===== src/hdl/iad_regs.vh =====
// constants for the arithmetic opcode decoder
// What this block does
// - four prefix codes select segment, 2 clocks
// - add decodes all forms, 3/4 and 3/10
// - add-with-carry forms; immediate group 4/16
// - increment/decrement group and one-byte register forms
// - subtract decodes three forms
// - subtract-with-borrow decodes three forms
// - compare forms; immediate group costs 3/10
// - negate is group field 011, 3/10
// - unpacked adjusts take 8 and 7 clocks
// - packed adjusts take 4 clocks each
// - unsigned multiply field 100 with ranged clocks
// - narrow bus adds 4 once per word memory operand, also for read-modify-write forms
`ifndef IAD_REGS_VH
`define IAD_REGS_VH
`define IAD_PFX_CODE     8'h2E
`define IAD_PFX_STACK    8'h36
`define IAD_PFX_DATA     8'h3E
`define IAD_PFX_EXTRA    8'h26
`define IAD_OP_UADJ_SUM  8'h37
`define IAD_OP_UADJ_DIF  8'h3F
`define IAD_OP_PADJ_SUM  8'h27
`define IAD_OP_PADJ_DIF  8'h2F
`define IAD_OPC_ADD      4'h0
`define IAD_OPC_ADC      4'h1
`define IAD_OPC_SUB      4'h2
`define IAD_OPC_SBB      4'h3
`define IAD_OPC_CMP      4'h4
`define IAD_OPC_INC      4'h5
`define IAD_OPC_DEC      4'h6
`define IAD_OPC_NEG      4'h7
`define IAD_OPC_UPROD    4'h8
`define IAD_OPC_UAS      4'h9
`define IAD_OPC_UAD      4'hA
`define IAD_OPC_PAS      4'hB
`define IAD_OPC_PAD      4'hC
`define IAD_OPC_PREFIX   4'hD
`define IAD_OPC_NONE     4'hF
`define IAD_CLK_PREFIX   6'h02
`define IAD_CLK_REG3     6'h03
`define IAD_CLK_ACC16    6'h04
`define IAD_CLK_IMMREG   6'h04
`define IAD_CLK_MEM10    6'h0A
`define IAD_CLK_MEM15    6'h0F
`define IAD_CLK_MEM16    6'h10
`define IAD_CLK_UAS      6'h07
`define IAD_CLK_UAD      6'h08
`define IAD_CLK_PADJ     6'h04
`define IAD_MUL_RB_MIN   6'h1A
`define IAD_MUL_RW_MIN   6'h23
`define IAD_MUL_MB_MIN   6'h20
`define IAD_MUL_MW_MIN   6'h29
`define IAD_MUL_SPAN     6'h02
`define IAD_NARROW_ADD   6'h04
`endif


===== src/hdl/iad_clock_cost.v =====
// clock cost lookup for a decoded arithmetic operation
`timescale 1ns/1ps
`default_nettype none
`include "iad_regs.vh"
module iad_clock_cost (
   input  wire [3:0] opClass,
   input  wire       isMem,
   input  wire       isWord,
   input  wire       isAccImm,
   input  wire       isImmGrp,
   input  wire       isShortReg,
   input  wire       narrowBus,
   output reg  [5:0] minClk,
   output reg  [5:0] maxClk
);
   reg [5:0] base;
   reg       narrowApplies;
   always @* begin
      base = `IAD_CLK_REG3;
      narrowApplies = 1'b0;
      maxClk = 6'h00;
      case (opClass)
         `IAD_OPC_PREFIX: base = `IAD_CLK_PREFIX;
         `IAD_OPC_UAD:    base = `IAD_CLK_UAD;
         `IAD_OPC_UAS:    base = `IAD_CLK_UAS;
         `IAD_OPC_PAD,
         `IAD_OPC_PAS:    base = `IAD_CLK_PADJ;
         `IAD_OPC_INC,
         `IAD_OPC_DEC: begin
            if (isShortReg)
               base = `IAD_CLK_REG3;
            else
               base = isMem ? `IAD_CLK_MEM15 : `IAD_CLK_REG3;
            narrowApplies = isMem;
         end
         `IAD_OPC_UPROD: begin
            case ({isMem, isWord})
               2'b00:   base = `IAD_MUL_RB_MIN;
               2'b01:   base = `IAD_MUL_RW_MIN;
               2'b10:   base = `IAD_MUL_MB_MIN;
               default: base = `IAD_MUL_MW_MIN;
            endcase
            narrowApplies = isMem;
         end
         `IAD_OPC_NONE: base = 6'h00;
         default: begin
            if (isAccImm)
               base = isWord ? `IAD_CLK_ACC16 : `IAD_CLK_REG3;
            else if (isImmGrp && opClass != `IAD_OPC_CMP)
               base = isMem ? `IAD_CLK_MEM16 : `IAD_CLK_IMMREG;
            else
               base = isMem ? `IAD_CLK_MEM10 : `IAD_CLK_REG3;
            narrowApplies = isMem;
         end
      endcase
      minClk = base;
      if (narrowBus && narrowApplies && isWord)
         minClk = base + `IAD_NARROW_ADD;
      maxClk = minClk;
      if (opClass == `IAD_OPC_UPROD)
         maxClk = minClk + `IAD_MUL_SPAN;
   end
endmodule
`default_nettype wire


===== src/hdl/iad_opcode_decoder.v =====
// arithmetic opcode and segment prefix decoder
`timescale 1ns/1ps
`default_nettype none
`include "iad_regs.vh"
module iad_opcode_decoder (
   input  wire       clk,
   input  wire       rst,
   input  wire       narrowBus,
   input  wire       byteValid,
   input  wire [7:0] byteData,
   output wire       byteReady,
   output reg  [3:0] opClass_ff,
   output reg        wordOp_ff,
   output reg        regIsDest_ff,
   output reg        signExtImm_ff,
   output reg        memOperand_ff,
   output reg  [2:0] regField_ff,
   output reg  [2:0] rmField_ff,
   output reg  [1:0] segSel_ff,
   output reg        segOverride_ff,
   output reg  [5:0] minClocks_ff,
   output reg  [5:0] maxClocks_ff,
   output reg        decodeValid_ff
);
   ////////////////////////////////////////////////////////////////////
   // decoder states
   localparam ST_OP    = 1'b0;
   localparam ST_MODRM = 1'b1;

   reg       state_ff;
   reg [7:0] opByte_ff;
   reg       nxt_state;
   reg [3:0] nxt_class;
   reg       nxt_acc;
   reg       nxt_grp;
   reg       nxt_short;
   reg       nxt_valid;
   reg       nxt_mem;
   reg [3:0] cls;
   wire [5:0] costMin;
   wire [5:0] costMax;
   wire       curWord;

   // the decoder never stalls the queue
   assign byteReady = 1'b1;

   ////////////////////////////////////////////////////////////////////
   // first-byte classification
   function [3:0] first_class;
      input [7:0] b;
      begin
         casez (b)
            8'b0000_00?? : first_class = `IAD_OPC_ADD;
            8'b0000_010? : first_class = `IAD_OPC_ADD;
            8'b0001_00?? : first_class = `IAD_OPC_ADC;
            8'b0001_010? : first_class = `IAD_OPC_ADC;
            8'b0010_10?? : first_class = `IAD_OPC_SUB;
            8'b0010_110? : first_class = `IAD_OPC_SUB;
            8'b0001_10?? : first_class = `IAD_OPC_SBB;
            8'b0001_110? : first_class = `IAD_OPC_SBB;
            8'b0011_10?? : first_class = `IAD_OPC_CMP;
            8'b0011_110? : first_class = `IAD_OPC_CMP;
            8'b0100_0??? : first_class = `IAD_OPC_INC;
            8'b0100_1??? : first_class = `IAD_OPC_DEC;
            `IAD_OP_UADJ_SUM : first_class = `IAD_OPC_UAD;
            `IAD_OP_UADJ_DIF : first_class = `IAD_OPC_UAS;
            `IAD_OP_PADJ_SUM : first_class = `IAD_OPC_PAD;
            `IAD_OP_PADJ_DIF : first_class = `IAD_OPC_PAS;
            `IAD_PFX_CODE, `IAD_PFX_STACK,
            `IAD_PFX_DATA, `IAD_PFX_EXTRA : first_class = `IAD_OPC_PREFIX;
            default : first_class = `IAD_OPC_NONE;
         endcase
      end
   endfunction

   ////////////////////////////////////////////////////////////////////
   // second-byte classification of group opcodes
   function [3:0] group_class;
      input [7:0] op;
      input [2:0] f;
      begin
         group_class = `IAD_OPC_NONE;
         if (op[7:2] == 6'b100000) begin
            case (f)
               3'b000:  group_class = `IAD_OPC_ADD;
               3'b010:  group_class = `IAD_OPC_ADC;
               3'b101:  group_class = `IAD_OPC_SUB;
               3'b011:  group_class = `IAD_OPC_SBB;
               3'b111:  group_class = `IAD_OPC_CMP;
               default: group_class = `IAD_OPC_NONE;
            endcase
         end else if (op[7:1] == 7'b1111111) begin
            if (f == 3'b000) group_class = `IAD_OPC_INC;
            if (f == 3'b001) group_class = `IAD_OPC_DEC;
         end else if (op[7:1] == 7'b1111011) begin
            if (f == 3'b011) group_class = `IAD_OPC_NEG;
            if (f == 3'b100) group_class = `IAD_OPC_UPROD;
         end
      end
   endfunction

   ////////////////////////////////////////////////////////////////////
   // opcodes followed by a ModR/M byte
   function needs_modrm;
      input [7:0] op;
      begin
         needs_modrm = (op[7:6] == 2'b00 && op[2] == 1'b0) ||
                       op[7:2] == 6'b100000 || op[7:1] == 7'b1111111 ||
                       op[7:1] == 7'b1111011;
      end
   endfunction

   ////////////////////////////////////////////////////////////////////
   // next-state decode
   always @* begin
      nxt_state = state_ff;
      nxt_valid = 1'b0;
      nxt_acc   = 1'b0;
      nxt_grp   = 1'b0;
      nxt_short = 1'b0;
      nxt_mem   = 1'b0;
      nxt_class = `IAD_OPC_NONE;
      cls       = first_class(byteData);
      case (state_ff)
         ST_OP: begin
            if (byteValid) begin
               if (cls != `IAD_OPC_NONE || needs_modrm(byteData)) begin
                  if (needs_modrm(byteData)) begin
                     nxt_state = ST_MODRM;
                  end else begin
                     nxt_valid = 1'b1;
                     nxt_class = cls;
                     nxt_acc   = byteData[7:6] == 2'b00 && byteData[2:1] == 2'b10;
                     nxt_short = byteData[7:4] == 4'h4;
                  end
               end
            end
         end
         ST_MODRM: begin
            if (byteValid) begin
               nxt_state = ST_OP;
               nxt_valid = 1'b1;
               nxt_mem   = byteData[7:6] != 2'b11;
               nxt_grp   = opByte_ff[7:2] == 6'b100000;
               if (opByte_ff[7:6] == 2'b00)
                  nxt_class = first_class(opByte_ff);
               else
                  nxt_class = group_class(opByte_ff, byteData[5:3]);
            end
         end
         default: nxt_state = ST_OP;
      endcase
   end

   ////////////////////////////////////////////////////////////////////
   // clock cost of the unit being decoded
   assign curWord = (state_ff == ST_MODRM) ? opByte_ff[0] : byteData[0];

   iad_clock_cost u_cost (
      .opClass    (nxt_class),
      .isMem      (nxt_mem),
      .isWord     (curWord),
      .isAccImm   (nxt_acc),
      .isImmGrp   (nxt_grp),
      .isShortReg (nxt_short),
      .narrowBus  (narrowBus),
      .minClk     (costMin),
      .maxClk     (costMax)
   );

   ////////////////////////////////////////////////////////////////////
   // registers
   always @(posedge clk or posedge rst) begin
      if (rst) begin
         state_ff       <= ST_OP;
         opByte_ff      <= 8'h00;
         opClass_ff     <= `IAD_OPC_NONE;
         wordOp_ff      <= 1'b0;
         regIsDest_ff   <= 1'b0;
         signExtImm_ff  <= 1'b0;
         memOperand_ff  <= 1'b0;
         regField_ff    <= 3'h0;
         rmField_ff     <= 3'h0;
         segSel_ff      <= 2'h0;
         segOverride_ff <= 1'b0;
         minClocks_ff   <= 6'h00;
         maxClocks_ff   <= 6'h00;
         decodeValid_ff <= 1'b0;
      end else begin
         state_ff       <= nxt_state;
         decodeValid_ff <= nxt_valid;
         if (state_ff == ST_OP && byteValid)
            opByte_ff <= byteData;
         if (nxt_valid) begin
            opClass_ff    <= nxt_class;
            minClocks_ff  <= costMin;
            maxClocks_ff  <= costMax;
            memOperand_ff <= nxt_mem;
            if (state_ff == ST_MODRM) begin
               wordOp_ff     <= opByte_ff[0];
               regIsDest_ff  <= opByte_ff[7:6] == 2'b00 && opByte_ff[1];
               signExtImm_ff <= nxt_grp && opByte_ff[1:0] == 2'b11;
               regField_ff   <= byteData[5:3];
               rmField_ff    <= byteData[2:0];
            end else begin
               wordOp_ff     <= nxt_short | byteData[0];
               regIsDest_ff  <= 1'b0;
               signExtImm_ff <= 1'b0;
               regField_ff   <= byteData[2:0];
               rmField_ff    <= 3'h0;
            end
            if (nxt_class == `IAD_OPC_PREFIX) begin
               segOverride_ff <= 1'b1;
               segSel_ff      <= byteData[4:3];
            end else begin
               segOverride_ff <= 1'b0;
            end
         end
      end
   end
endmodule
`default_nettype wire


===== config.mk =====
export PLATFORM = sky130hd
export DESIGN_NAME = iad_opcode_decoder
export DESIGN_NICKNAME = d
export VERILOG_FILES = /design/src/hdl/iad_clock_cost.v /design/src/hdl/iad_opcode_decoder.v
export VERILOG_INCLUDE_DIRS = /design/src /design/src/hdl
export SDC_FILE = /design/constraint.sdc
export NUM_CORES = 1
export LEC_CHECK = 0
export BUFFER_PORTS_ARGS = -buffer_cell sky130_fd_sc_hd__buf_2
export CAP_MARGIN = 5
export CORE_ASPECT_RATIO = 0.7
export CORE_MARGIN = 4
export CORE_UTILIZATION = 40
export CTS_BUF_LIST = sky130_fd_sc_hd__clkbuf_4 sky130_fd_sc_hd__clkbuf_8
export DETAILED_ROUTE_END_ITERATION = 6
export GPL_ROUTABILITY_DRIVEN = 0
export HOLD_SLACK_MARGIN = 0.08
export PLACE_DENSITY = 0.7
export SLEW_MARGIN = 30
export SYNTH_ARGS = -nofsm -noshare
export SYNTH_HDL_FRONTEND = slang
export SYNTH_SLANG_ARGS = --single-unit

===== constraint.sdc =====
create_clock -name clk -period 4.67 [get_ports clk]
set_input_delay 0 -clock clk [delete_from_list [all_inputs] [get_ports clk]]
set_output_delay 0 -clock clk [all_outputs]
set_load 0.01 [all_outputs]

# After elaboration in Yosys (flattened, before gate mapping)
# Cells that the tools add are included.
word_totals:
  ff_bits: 39
  out_inout_bits: 31
classes:
  addsub: 2
  n_eq_ne: 67
  mux: 57
  n_bitwise: 3
  n_reduce_logical: 34
op_table:
  columns: ["operator", "n"]
  rows:
  - ["$eq 8x6->1 const B", 16]
  - ["$pmux 4 s12", 2]
  - ["$mux 4", 14]
  - ["$pmux 6 s7", 1]
  - ["$mux 6", 5]
  - ["$eq 4x4->1 const B", 7]
  - ["$eq 7x4->1 const B", 4]
  - ["$eq 7x5->1 const B", 4]
  - ["$eq 7x7->1 const B", 4]
  - ["$mux 1", 26]
  - ["$eq 6x3->1 const B", 4]
  - ["$eq 6x4->1 const B", 4]
  - ["$reduce_or 2->1", 12]
  - ["$eq 5x4->1 const B", 4]
  - ["$pmux 4 s5", 1]
  - ["$pmux 6 s3", 1]
  - ["$eq 7x2->1 const B", 2]
  - ["$eq 4x3->1 const B", 3]
  - ["$eq 6x6->1 const B", 2]
  - ["$logic_not 6->1", 2]
  - ["$eq 3x3->1 const B", 3]
  - ["$mux 3", 3]
  - ["$logic_and 1x1->1", 8]
  - ["$pmux 4 s2", 1]
  - ["other kinds (19)", 30]

# Depth between registers and ports, before layout
logic_depth:
  ltp_word: 18
  ltp_mapped: 19
  ltp_nobuf: 16

# Modules after synthesis
# A second synthesis with hierarchy kept.
hier_totals:
  cells_unflattened: 310
  hier_area_um2: 2900.3
modules_own_cells:
  columns: ["module", "n_inst", "cells_per_inst", "area_per_inst_um2", "seq_area_each_um2"]
  rows:
  - ["iad_opcode_decoder", 1, 231, 2329.7, 980.9]
  - ["iad_clock_cost", 1, 79, 570.5, 0.0]

# Worst setup path after synthesis
# No wires, ideal clock.
synth_path:
  path_type: "reg2reg"
  from: "register opByte_ff[3]"
  to: "register maxClocks_ff[5]"
  arrival_time_ns: 3.641
  required_ns: 4.583
  path_slack_ns: 0.942
  stages_incl_launch_ff: 18
  path_buffers: 2
  synth_period_minus_slack_ns: 3.728
  path_cell_list: "dfrtp_1 > clkbuf_1 > nor4b_2 > nand2_1 > o221ai_1 > a21oi_1 > a211o_1 > buf_2 > nor3b_4 > o311ai_1 > o311ai_1 > ha_1 > inv_1 > or3_1 > o221a_1 > a32o_1 > and4b_1 > a211oi_2"
synth_via:
  elab_chain_len: 16
synth_lines:
  columns: ["item", "line_no", "text"]
  rows:
  - ["from (decl)", "iad_opcode_decoder.v:31", "reg [7:0] opByte_ff;"]
  - ["from (signal assigned)", "iad_opcode_decoder.v:193", "opByte_ff <= byteData;"]
  - ["parallel branches: the longest is 15 deep, another holds $add 6x3->6", null, null]
  - ["$mux 6 *", "iad_clock_cost.v:60", "if (opClass == `IAD_OPC_UPROD)"]
  - ["to (signal assigned)", "iad_opcode_decoder.v:197", "maxClocks_ff <= costMax;"]
  - ["to (decl)", "iad_opcode_decoder.v:22", "output reg [5:0] maxClocks_ff,"]
# Mark *: on every way between the ends.
# A chain may end at the register's enable or synchronous reset.

# Final worst setup path
layout_path:
  from: "input port byteData[7]"
  to: "register maxClocks_ff[5]"
layout_via:
  elab_chain_len: 18
layout_lines:
  columns: ["item", "line_no", "text"]
  rows:
  - ["from (decl)", "iad_opcode_decoder.v:10", "input wire [7:0] byteData,"]
  - ["parallel branches: the longest is 18 deep, another holds $pmux 4 s12", null, null]
# Several ways; the timed one is not identified.

==> results.md <==
* Top sig layer: met4
* Outcome: finished clean
* Initial antenna violation count at 0
* Post-synth top cells: nand2_1 (56), dfrtp_1 (34), nor2_1 (20), o21ai_0 (20), a21oi_1 (14)
* Total track usage at 0.185
* Initial core utilization at 0.420
* Worst IR Drop VDD at 0.000135 V
* Crit-path most repeated cell: or2_4
* HP Class: in2reg
* Vias per cell at 5.74
* Metal2 WL at 2840 um
* Crit path arrival time at 4590 ps
* Skew final at 13.5 ps
* Max Slew Vio Count at 0
* Pin count of the biggest net entering global routing at 39
* Num CTS Buffers at 5
* Count leader, synth: nand2_1
* Top cell type's share of synthesized area at 0.320
* P&R area growth vs syn at 13.7%
* Startpoint type of the worst setup path: primary input
* Hold Vio Cnt, Final at 0
* 1st-iter DRT viols at 238
* Slowest cell delay on critical path at 530 ps
* Clock transition at the registers of the reported paths at 90 ps
* Worst EP required at 4890 ps
* CP Class: in2reg
* Pwr dens at 344 nW/um2
* Synth Instances at 313
* RSZ-0062 raised after global routing: false
* Router iterations before antenna repair at 5
* Vias in the first global route at 2,373
* Period utilization at 0.935
* CP max stage cell: dlygate4sd3_1
* Post-synthesis average cell area at 8.51 um2
* Share of layout cells above drive strength 1 at 0.220
* M1 WL at 3570 um
* Fill count at 619
* Clk root buf: clkbuf_8
* CTS tree: built
* Leak pwr at 0.00138 uW
* Via count at 2,509
* Crit end category: register
* Setup TNS at 0 ps
* Die Wd at 106 um
* Total grt overflow at 0
* Post-synth top flop: dfrtp_1
* Row Count at 24
* DP HPWL at 5300 um
* Post-synth net total at 329
* Syn Std Cell Area at 2660 um2
* Die height at 76.3 um
* Post-synth EDFFs at 0
* Peak Freq at 0.229 GHz
* Wirelength per Cell at 16.8 um
* Rel. slew slack at 0.537
* Post-synth top area cell: dfrtp_1
* Crit path buf inv count at 3
* Sequential area share after synthesis at 0.359
* H-tree levels at 2
* Tmin final at 4370 ps
* DIE AREA at 8050 um2
* Post-Route WL at 7350 um
* Post CTS Setup Buffer Count at 0
* Clk buf depth at 2
* Max cap viols at 0
* Unique masters post-synth at 70
* Flop-to-flop setup slack at 410 ps
* Clk_lat worst skew at 300 ps
* CP top delay family: compound AO/OA/AOI/OAI gates
* Final setup vio count at 0
* Crit-path cells: dlygate4sd3_1, buf_2, or2_4, or2_4, o311a_1, and4_4, o21ai_2, and2_1, nor2_1, o311ai_1, ha_1, inv_1, or3_1, o221a_1, a32o_1, and4b_1, a211oi_2
* Hold WS at 111 ps
* Sink Count at 38
* # IOs at 43
* DR WL met3 at 773 um
* Post-synthesis async set-or-reset flop share at 1.00
* Port buffer count at 41
* First-pass GRT wire length at 12,100 um
* Residual DRC at 0
* Worst Path Max Fanout at 12
* Worst Tran Pin Value at 676 ps
* Post-synthesis register bit count at 38
* N_diodes at 0
* Ranking of synthesized cells by area: dfrtp_1 (32%), nand2_1 (7.9%), dfstp_2 (3.9%), o21ai_0 (3.8%), nor2_1 (2.8%)
* Final antenna-violating net count at 0
* Nets at 361
* Yosys warnings at 0
* Core Box Area at 6340 um2
## worst min-delay path: cells and delay by family
kind / cells / cell delay (ps)
and+or+nand+nor: 1 / 150
buffers and inverters: 1 / 160
AOI/OAI and AO/OA: 1 / 70
## report_power, final
part / internal [uW] / switching [uW] / leakage [uW] / total [uW]
Clock: 119 / 133 / 0.0000472 / 252
Combinational: 137 / 188 / 0.000855 / 326
Sequential: 411 / 51.3 / 0.000476 / 462
## kinds of logic after synthesis
kind of cell / synth area share
buffers and inverters: 0.0658
and+or+nand+nor: 0.258
other: 0.00141
AOI/OAI and AO/OA: 0.234
xor gates and xnor gates: 0.0197
muxes: 0.0437
adders and majority gates: 0.0188
DFF: 0.359
## placed cells by master (no fill, tap or decap), drive strengths merged, types with 3 or more instances in the layout
cell type / synthesis / layout
xor2: 6 / 6
or3: 3 / 3
nor2: 20 / 20
and2: 6 / 6
nor2b: 6 / 6
a211oi: 4 / 4
dfstp: 4 / 4
a21oi: 14 / 14
dlygate4sd3: 0 / 6
dfrtp: 34 / 34
nand2: 56 / 56
nand2b: 4 / 4
o21ai: 22 / 22
o311ai: 4 / 4
nand3: 10 / 10
buf: 14 / 44
nand4: 5 / 5
mux2: 5 / 5
clkbuf: 11 / 6
a22o: 3 / 3
a21o: 8 / 8
or2: 3 / 3
inv: 9 / 9
mux2i: 6 / 6
ha: 4 / 4
nor3: 9 / 9
## worst paths after layout
kind / startpoint / endpoint / cells after the start
max: byteData[7] / maxClocks_ff[5] / 17
min: byteValid / state_ff / 3
max reg2reg: opByte_ff[3] / maxClocks_ff[5] / 15
min reg2reg: maxClocks_ff[3] / maxClocks_ff[3] / 2
max in group asynchronous: rst / opClass_ff[2] / 4
min in group asynchronous: rst / minClocks_ff[4] / 4
## flip-flops by register name, indices dropped and copies added (netlist names)
register and count:
rmField_ff 3, memOperand_ff 1, segOverride_ff 1, regIsDest_ff 1
segSel_ff 2, state_ff 1, opByte_ff 8, wordOp_ff 1
opClass_ff 4, minClocks_ff 6, signExtImm_ff 1, regField_ff 3
decodeValid_ff 1, maxClocks_ff 5
## layer usage
layer | vias up | GRT usage
met3 | 17 | 0.0559
met1 | 1161 | 0.282
met4 | 0 | 0.0712
met2 | 139 | 0.240
li1 | 1192 | -
met5 | - | 0
## layout make-up
cell class              instances  area [um2]  area share
repair buffers                 50         288      0.0951
well taps                      91         114      0.0376
inverters                       9        33.8      0.0112
multi-input cells             241        1540       0.509
clock inverters                 2        12.5     0.00413
clock buffers                   6        82.6      0.0273
flip-flops and latches         38         956       0.316
## per-stage QoR
step / power (uW) / cell area, um2 / worst slack (ps) / cells / util
global placement: 781 / 2870 / 429 / 423 / 0.452
global route: 1110 / 3030 / 120 / 437 / 0.478
finish: 1040 / 3030 / 303 / 437 / 0.478
detailed placement: 789 / 2870 / 433 / 423 / 0.452
floorplan: 675 / 2660 / 942 / 313 / -
CTS: 1050 / 3020 / 296 / 437 / 0.477
## what timing repair did
| action | CTS | global route |
|---|---|---|
| gates resized for setup | 0 | 1 |
| hold buffers | 6 | 0 |
| endpoints found under the setup margin | 0 | 1 |
| hold endpoints to repair | 41 | 0 |
(Power assumes the default switching activity.)
